===== config.mk =====
export PLATFORM = sky130hd
export DESIGN_NAME = pmsr_regs
export DESIGN_NICKNAME = d
export VERILOG_FILES = /design/src/verilog/pmsr_pkg.sv /design/src/verilog/pmsr_regs.sv
export SDC_FILE = /design/constraint.sdc
export NUM_CORES = 1
export LEC_CHECK = 0
export ABC_AREA = 1
export ABC_CLOCK_PERIOD_IN_PS = 1600
export BUFFER_PORTS_ARGS = -buffer_cell sky130_fd_sc_hd__buf_2
export CORE_ASPECT_RATIO = 2
export CORE_MARGIN = 2
export CORE_UTILIZATION = 30
export DETAILED_ROUTE_END_ITERATION = 8
export SLEW_MARGIN = 20
export SYNTH_ARGS = -nofsm -noshare
export SYNTH_HDL_FRONTEND = slang
export SYNTH_SLANG_ARGS = --single-unit

===== constraint.sdc =====
create_clock -name clk_sys -period 1.6 [get_ports clk_sys]
set_clock_uncertainty 0.1 [all_clocks]
set_input_delay 0.08 -clock clk_sys [delete_from_list [all_inputs] [get_ports clk_sys]]
set_output_delay 0.08 -clock clk_sys [all_outputs]
set_load 0.01 [all_outputs]

===== src/verilog/pmsr_pkg.sv =====
// constants, types and state layout of the phy management status registers
// assumes one clk_sys domain; mdc and mdio arrive unsynchronised from pins
package pmsr_pkg;

  // ---------------------------------------------
  // register map and fields
  // ---------------------------------------------
  localparam logic [4:0]  REG_CTRL        = 5'h00;
  localparam logic [4:0]  REG_STATUS      = 5'h01;
  localparam logic [4:0]  REG_ID_HI       = 5'h02;
  localparam logic [4:0]  REG_ID_LO       = 5'h03;
  localparam logic [4:0]  REG_OFFER       = 5'h04;
  localparam logic [4:0]  REG_PARTNER     = 5'h05;
  localparam int          CTL_NEG_EN_BIT  = 12;
  localparam int          CTL_RESTART_BIT = 9;
  localparam int          ST_DONE_BIT     = 5;
  localparam int          ST_FAULT_BIT    = 4;
  localparam int          ST_LINK_BIT     = 2;
  localparam int          AB_PAUSE_BIT    = 10;
  localparam int          AB_RSV_BIT      = 9;
  localparam int          AB_LSB          = 5;
  localparam int          AB_MSB          = 8;
  localparam logic [15:0] STATUS_FIXED    = 16'h7808;
  localparam logic [15:0] OFFER_FIXED     = 16'h0801;
  localparam logic [15:0] PARTNER_FIXED   = 16'h0001;
  localparam logic [15:0] ZERO_WORD       = 16'h0000;
  localparam logic [3:0]  ABIL_RESET      = 4'hF;

  // ---------------------------------------------
  // management frame
  // ---------------------------------------------
  localparam logic [5:0]  PRE_MIN   = 6'h20;
  localparam logic [4:0]  HDR_LAST  = 5'h0D;
  localparam logic [4:0]  TA_LAST   = 5'h01;
  localparam logic [4:0]  DATA_LAST = 5'h0F;
  localparam logic [1:0]  FR_START  = 2'h1;
  localparam logic [1:0]  OP_WRITE  = 2'h1;
  localparam logic [1:0]  OP_READ   = 2'h2;

  typedef enum logic [2:0] {
    PMSR_IDLE = 3'b000,
    PMSR_HDR  = 3'b001,
    PMSR_TA   = 3'b010,
    PMSR_WDAT = 3'b011,
    PMSR_RDAT = 3'b100
  } pmsr_state_t;

  typedef struct packed {
    logic link_up;
    logic far_fault;
    logic neg_done;
  } pmsr_core_t;

  typedef struct packed {
    logic       pause;
    logic [3:0] abil;
  } pmsr_offer_t;

  typedef struct packed {
    logic        mdc_s1;
    logic        mdc_s2;
    logic        mdc_l;
    logic        md_s1;
    logic        md_s2;
    pmsr_state_t st;
    logic [5:0]  pre_cnt;
    logic [4:0]  cnt;
    logic [13:0] hdr;
    logic [15:0] rd;
    logic [4:0]  wr_reg;
    logic        is_wr;
    logic        mdo;
    logic        mdoe;
    logic        neg_en;
    logic        restart;
    pmsr_offer_t offer;
    logic        adv_rsv;
    logic        link;
    logic        fault;
    logic        done;
    pmsr_offer_t partner;
  } pmsr_reg_t;

endpackage


===== src/verilog/pmsr_regs.sv =====
// management register set of one copper phy port, reached over mdc/mdio
// assumes phy core signals on clk_sys; mdc/mdio pins are asynchronous
`timescale 1ns/1ns
module pmsr_regs #(
  parameter logic [4:0]  PHY_ADDR  = 5'h01,
  parameter logic [15:0] PHY_ID_HI = 16'h1234, // value arbitrary
  parameter logic [15:0] PHY_ID_LO = 16'h5678  // value arbitrary
) (
  input  wire logic                 clk_sys,
  input  wire logic                 reset_n,
  input  wire logic                 mdc,
  input  wire logic                 mdio_in,
  output logic                      mdio_out,
  output logic                      mdio_oe,
  input  wire pmsr_pkg::pmsr_core_t core_status,
  input  wire logic [15:0]          partner_page,
  output logic                      negotiation_enable,
  output logic                      negotiation_restart,
  output pmsr_pkg::pmsr_offer_t     offer
);
  import pmsr_pkg::*;

  // ---------------------------------------------
  // state
  // ---------------------------------------------
  pmsr_reg_t   s_q;
  pmsr_reg_t   s_d;
  logic        rise;
  logic        md;
  logic [13:0] hdr_n;
  logic [15:0] wr_data;
  logic [15:0] ctrl_w;
  logic [15:0] status_w;
  logic [15:0] offer_w;
  logic [15:0] partner_w;
  logic [15:0] rd_word;
  logic        hdr_end;
  logic        hdr_ok;
  logic        wr_go;
  logic        done_rise;

  // ---------------------------------------------
  // register words as read
  // ---------------------------------------------
  always_comb begin
    ctrl_w                   = ZERO_WORD;
    ctrl_w[CTL_NEG_EN_BIT]   = s_q.neg_en;
    status_w                 = STATUS_FIXED;
    status_w[ST_DONE_BIT]    = s_q.done;
    status_w[ST_FAULT_BIT]   = s_q.fault;
    status_w[ST_LINK_BIT]    = s_q.link;
    offer_w                  = OFFER_FIXED;
    offer_w[AB_PAUSE_BIT]    = s_q.offer.pause;
    offer_w[AB_RSV_BIT]      = s_q.adv_rsv;
    offer_w[AB_MSB:AB_LSB]   = s_q.offer.abil;
    partner_w                = PARTNER_FIXED;
    partner_w[AB_PAUSE_BIT]  = s_q.partner.pause;
    partner_w[AB_MSB:AB_LSB] = s_q.partner.abil;
  end

  // ---------------------------------------------
  // frame decode helpers
  // ---------------------------------------------
  assign rise      = s_q.mdc_s2 & ~s_q.mdc_l;
  assign md        = s_q.md_s2;
  assign hdr_n     = {s_q.hdr[12:0], md};
  assign wr_data   = {s_q.rd[14:0], md};
  assign hdr_end   = rise && (s_q.st == PMSR_HDR) && (s_q.cnt == HDR_LAST);
  assign hdr_ok    = (hdr_n[13:12] == FR_START) && (hdr_n[9:5] == PHY_ADDR)
                     && ((hdr_n[11:10] == OP_READ) || (hdr_n[11:10] == OP_WRITE));
  assign wr_go     = rise && (s_q.st == PMSR_WDAT) && (s_q.cnt == DATA_LAST);
  assign done_rise = core_status.neg_done & ~s_q.done;

  always_comb begin
    unique case (hdr_n[4:0])
      REG_CTRL:    rd_word = ctrl_w;
      REG_STATUS:  rd_word = status_w;
      REG_ID_HI:   rd_word = PHY_ID_HI;
      REG_ID_LO:   rd_word = PHY_ID_LO;
      REG_OFFER:   rd_word = offer_w;
      REG_PARTNER: rd_word = partner_w;
      default:     rd_word = ZERO_WORD;
    endcase
  end

  // ---------------------------------------------
  // next state
  // ---------------------------------------------
  always_comb begin
    s_d         = s_q;
    s_d.mdc_s1  = mdc;
    s_d.mdc_s2  = s_q.mdc_s1;
    s_d.mdc_l   = s_q.mdc_s2;
    s_d.md_s1   = mdio_in;
    s_d.md_s2   = s_q.md_s1;
    s_d.restart = 1'b0;
    s_d.link    = core_status.link_up;
    s_d.fault   = core_status.far_fault;
    s_d.done    = core_status.neg_done;
    if (rise) begin
      unique case (s_q.st)
        PMSR_IDLE: begin
          if (md) begin
            if (s_q.pre_cnt != PRE_MIN) begin
              s_d.pre_cnt = s_q.pre_cnt + 6'h01;
            end
          end else if (s_q.pre_cnt == PRE_MIN) begin
            s_d.st  = PMSR_HDR;
            s_d.hdr = hdr_n;
            s_d.cnt = 5'h01;
          end else begin
            s_d.pre_cnt = 6'h00;
          end
        end
        PMSR_HDR: begin
          s_d.hdr = hdr_n;
          s_d.cnt = s_q.cnt + 5'h01;
          if (s_q.cnt == HDR_LAST) begin
            s_d.cnt     = 5'h00;
            s_d.pre_cnt = 6'h00;
            s_d.wr_reg  = hdr_n[4:0];
            s_d.is_wr   = (hdr_n[11:10] == OP_WRITE);
            s_d.rd      = rd_word;
            s_d.st      = hdr_ok ? PMSR_TA : PMSR_IDLE;
          end
        end
        PMSR_TA: begin
          s_d.cnt = s_q.cnt + 5'h01;
          if (!s_q.is_wr && (s_q.cnt == 5'h00)) begin
            s_d.mdoe = 1'b1;
            s_d.mdo  = 1'b0;
          end
          if (s_q.cnt == TA_LAST) begin
            s_d.cnt = 5'h00;
            if (s_q.is_wr) begin
              s_d.st = PMSR_WDAT;
            end else begin
              s_d.st  = PMSR_RDAT;
              s_d.mdo = s_q.rd[15];
              s_d.rd  = {s_q.rd[14:0], 1'b0};
            end
          end
        end
        PMSR_WDAT: begin
          s_d.rd  = wr_data;
          s_d.cnt = s_q.cnt + 5'h01;
          if (s_q.cnt == DATA_LAST) begin
            s_d.st = PMSR_IDLE;
          end
        end
        PMSR_RDAT: begin
          s_d.cnt = s_q.cnt + 5'h01;
          s_d.mdo = s_q.rd[15];
          s_d.rd  = {s_q.rd[14:0], 1'b0};
          if (s_q.cnt == DATA_LAST) begin
            s_d.st   = PMSR_IDLE;
            s_d.mdoe = 1'b0;
            s_d.mdo  = 1'b0;
          end
        end
        default: begin
          s_d.st   = PMSR_IDLE;
          s_d.mdoe = 1'b0;
        end
      endcase
    end
    // register writes; read-only registers and fields take nothing
    if (wr_go) begin
      if (s_q.wr_reg == REG_CTRL) begin
        s_d.neg_en  = wr_data[CTL_NEG_EN_BIT];
        s_d.restart = wr_data[CTL_RESTART_BIT];
      end
      if (s_q.wr_reg == REG_OFFER) begin
        s_d.offer.pause = wr_data[AB_PAUSE_BIT];
        s_d.adv_rsv     = wr_data[AB_RSV_BIT];
        s_d.offer.abil  = wr_data[AB_MSB:AB_LSB];
      end
    end
    // partner page: cleared on restart, loaded on completion, load wins
    if (s_q.restart) begin
      s_d.partner = '0;
    end
    if (done_rise) begin
      s_d.partner.pause = partner_page[AB_PAUSE_BIT];
      s_d.partner.abil  = partner_page[AB_MSB:AB_LSB];
    end
  end

  // ---------------------------------------------
  // registers
  // ---------------------------------------------
  always_ff @(posedge clk_sys or negedge reset_n) begin
    if (!reset_n) begin
      s_q             <= '0;
      s_q.st          <= PMSR_IDLE;
      s_q.neg_en      <= 1'b1;
      s_q.offer.pause <= 1'b1;
      s_q.offer.abil  <= ABIL_RESET;
    end else begin
      s_q <= s_d;
    end
  end

  assign mdio_out            = s_q.mdo;
  assign mdio_oe             = s_q.mdoe;
  assign negotiation_enable  = s_q.neg_en;
  assign negotiation_restart = s_q.restart;
  assign offer               = s_q.offer;
endmodule


==> impl_metrics.yaml <==
die:
  start_util_pct: 30.5
  die-area_um2: 13600
  die_h_um: 163
  num_io_pins: 32
  placement_rows: 58
  coreArea_um2: 12400
  chipWidth_um: 83.4
logic_synthesis:
  syn-num-nets: 520
  yosys_warnings: 0
  ys_seq_area_share_pct: 47.8
  synthTopCellsByArea: "dfrtp_1 (44%), nand2_1 (15%), nand3_1 (7.4%), inv_1 (4.5%), dfstp_2 (4.2%)"
  synthDistinctLibCells: 33
  synth_seq_cells: 72
  yosys.area.top_type_share_pct: 43.7
  syn_area_per_cell_um2: 7.72
  netlist_instances: 490
  synth_top_cell_by_area: "dfrtp_1"
  syn_area_um2: 3780
clocking:
  htree_levels: 3
  clk_pin_slew_ns: 0.06
  cts-root-buf: "clkbuf_16"
  clock_sinks: 72
  clockBufferDepth: 2
  cts-buffers-inserted: 9
  clkLatencyLatePin_ns: 0.34
  cts_tree: "done"
global_route:
  grt_max_degree: 44
  antenna_found_initial: 0
  grt_overflow: 0
  grt_use_total_pct: 15.1
  grt_pass1_vias: 3581
  grt_pass1_wl_mm: 16.5
placed_design:
  dp_hpwl_mm: 6.51
  port_buffers: 20
  placed_area_um2: 4370
  pre_cts_slack_ns: -0.189
  routabilityCongestion: 0.813
setup_path:
  end_kind: "flip-flop"
  reg2reg_to: "offer_w[9]"
  path_cells: "ha_2 -> nand2_2 -> nor2_4 -> ha_4 -> nor3b_4 -> buf_6 -> nand2_4 -> nand2_2 -> o21ai_1"
  cpMostUsedCell: "nand2_2"
  cpMaxStageDelayCell: "dfrtp_1"
  r2r_setup_slack_ns: -0.20
  critical_path.max_fanout: 5
  r2r_cells: 9
  max_stage_delay_ns: 0.43
  start_kind: "flip-flop"
  crit_arrival_ns: 1.93
  reg2reg_from: "s_q[54]"
  worstPathRequired_ns: 1.73
  crit_type: "reg -> reg"
route:
  routed_wl_mm: 10.8
  dr.first_iter.drc_count: 220
  drc: 0
  dr_total_vias: 3676
  post_drt_wl_per_cell_um: 14.4
  ant_nets: 0
  via_per_inst: 4.91
  drtPass1Iterations: 6
timing:
  worst-slew-pin-transition_ns: 0.446
  final_max_slew_viol_count: 0
  fin_crit_ns: 1.80
  hold_ws_ns: 0.115
  hold_viol_final: 0
  relSlewSlack_pct: 70.1
  period_share_pct: 113
  rsz0062_at_grt: "true"
  fin_ws_ns: -0.202
  finalSetupViolations: 58
  fmax_mhz: 555
layout:
  area.sequential_um2: 1810
  final_area_um2: 5590
  n_fill_cell: 1171
  layout_common_cells: "nand2_1 (101), dfrtp_1 (65), buf_4 (50)"
  nNetsFinal: 623
  final_common_cell: "nand2_1"
  multi_input_area_um2: 2170
  insertedDiodeCount: 0
  area_growth_pct: 47.7
  drive_gt1_share_pct: 42.1
  fin_util_pct: 45.0
power_and_ir_drop:
  ir_worst_vdd_v: 0.000862
  p_total_mw: 4.07
  power_density_nw_per_um2: 728
  p_leak_nw: 2.75
run_status:
  failed_checks: "setup timing"
  status: "finished with violations"
run:
  cap_violations: 0
hold_path:
  hold_path.class: "in -> async"
==> metal layers <==
layer	vias up	GRT usage, %	wire (µm)
li1	1802	-	-
met4	0	5.81	235
met3	22	2.89	447
met5	-	0	0
met2	92	24.2	5460
met1	1760	20.2	4630
==> worst max-delay path: cells and delay by family, from the launching register on <==
family / cells / cell delay [ns]
compound gates: 1 / 0.05
fa+ha+maj: 2 / 0.40
buf+inv: 1 / 0.15
flops: 1 / 0.43
simple gates: 5 / 0.55
==> flip-flops by register name, indices dropped and copies added (netlist names) <==
| name | flops |
|---|---|
| partner_w | 5 |
| s_d | 3 |
| negotiation_enable | 1 |
| negotiation_restart | 1 |
| s_q | 40 |
| mdio_oe | 1 |
| mdio_out | 1 |
| hdr_n | 13 |
| md | 1 |
| offer | 5 |
| offer_w | 1 |
==> timing repair <==
action                                 in CTS  in global routing
setup buffers                               8                 12
resized for setup                          32                150
pin swaps                                  11                 43
cloned                                      4                  4
endpoints found under the hold margin      82                  0
hold buffers                               11                  0
setup endpoints to repair                  42                 59
==> cell usage after synthesis <==
cell and instances:
buf_6 2, clkinv_1 1, nand3_4 1, a21oi_1 5
mux2_2 1, nor2_1 39, nor3b_1 2, xor2_1 3
nor3_1 4, nand3_1 56, o21ai_0 30, dfrtp_1 66
dfstp_2 6, nand3_2 1, o21ai_1 21, o22ai_1 1
a31oi_1 1, nor3b_2 1, buf_2 7, buf_4 6
a22oi_1 1, nand2_1 148, nor4_1 1, nand2_4 1
inv_4 1, nor2_4 2, clkbuf_1 2, nand4_1 12
inv_2 6, ha_1 7, inv_1 45, nor2_2 6
nand2_2 4
==> final cells by class <==
type,count,share of cell area [%]
Multi-Input combinational cell,351,38.8
Clock buffer,12,4.59
Inverter,53,3.74
Tap cell,150,3.36
Sequential cell,72,32.4
Timing Repair inverter,2,0.403
Clock inverter,4,0.493
Timing Repair Buffer,104,16.2
==> where the power goes <==
group / leakage [nW] / internal, mW / total [mW] / switching [mW]
Clock: 0.143 / 1.14 / 1.94 / 0.805
Combinational: 1.65 / 0.111 / 0.242 / 0.131
Sequential: 0.954 / 1.86 / 1.88 / 0.0225
Total: 2.75 / 3.11 / 4.07 / 0.959
==> through the flow <==
step                instances  setup TNS (ns)
global route              748          -10.60
detailed placement        693           -3.50
floorplan                 490         -0.0157
global placement          693           -2.20
CTS                       732           -1.72
finish                    748           -6.40
==> logic make-up after synthesis <==
logic type,count (synthesis),share of synthesized area (%)
mux,1,0.298
flops,72,47.8
xor+xnor,3,0.695
buf+inv,70,8.24
fa+ha+maj,7,2.32
simple gates,278,32.7
compound gates,59,7.94
==> how the worst max path moves through the flow <==
| stage | startpoint | end | cells after the start |
|---|---|---|---|
| after CTS | s_q[54] | s_q[65] | 10 |
| after detailed placement | s_q[54] | offer_w[9] | 8 |
| after global routing | s_q[54] | offer_w[9] | 9 |
| after floorplan | s_q[54] | offer_w[9] | 8 |
| final | s_q[54] | offer_w[9] | 9 |
| after global placement | s_q[54] | offer_w[9] | 8 |
Note: power is estimated with default switching activity, not from simulation.
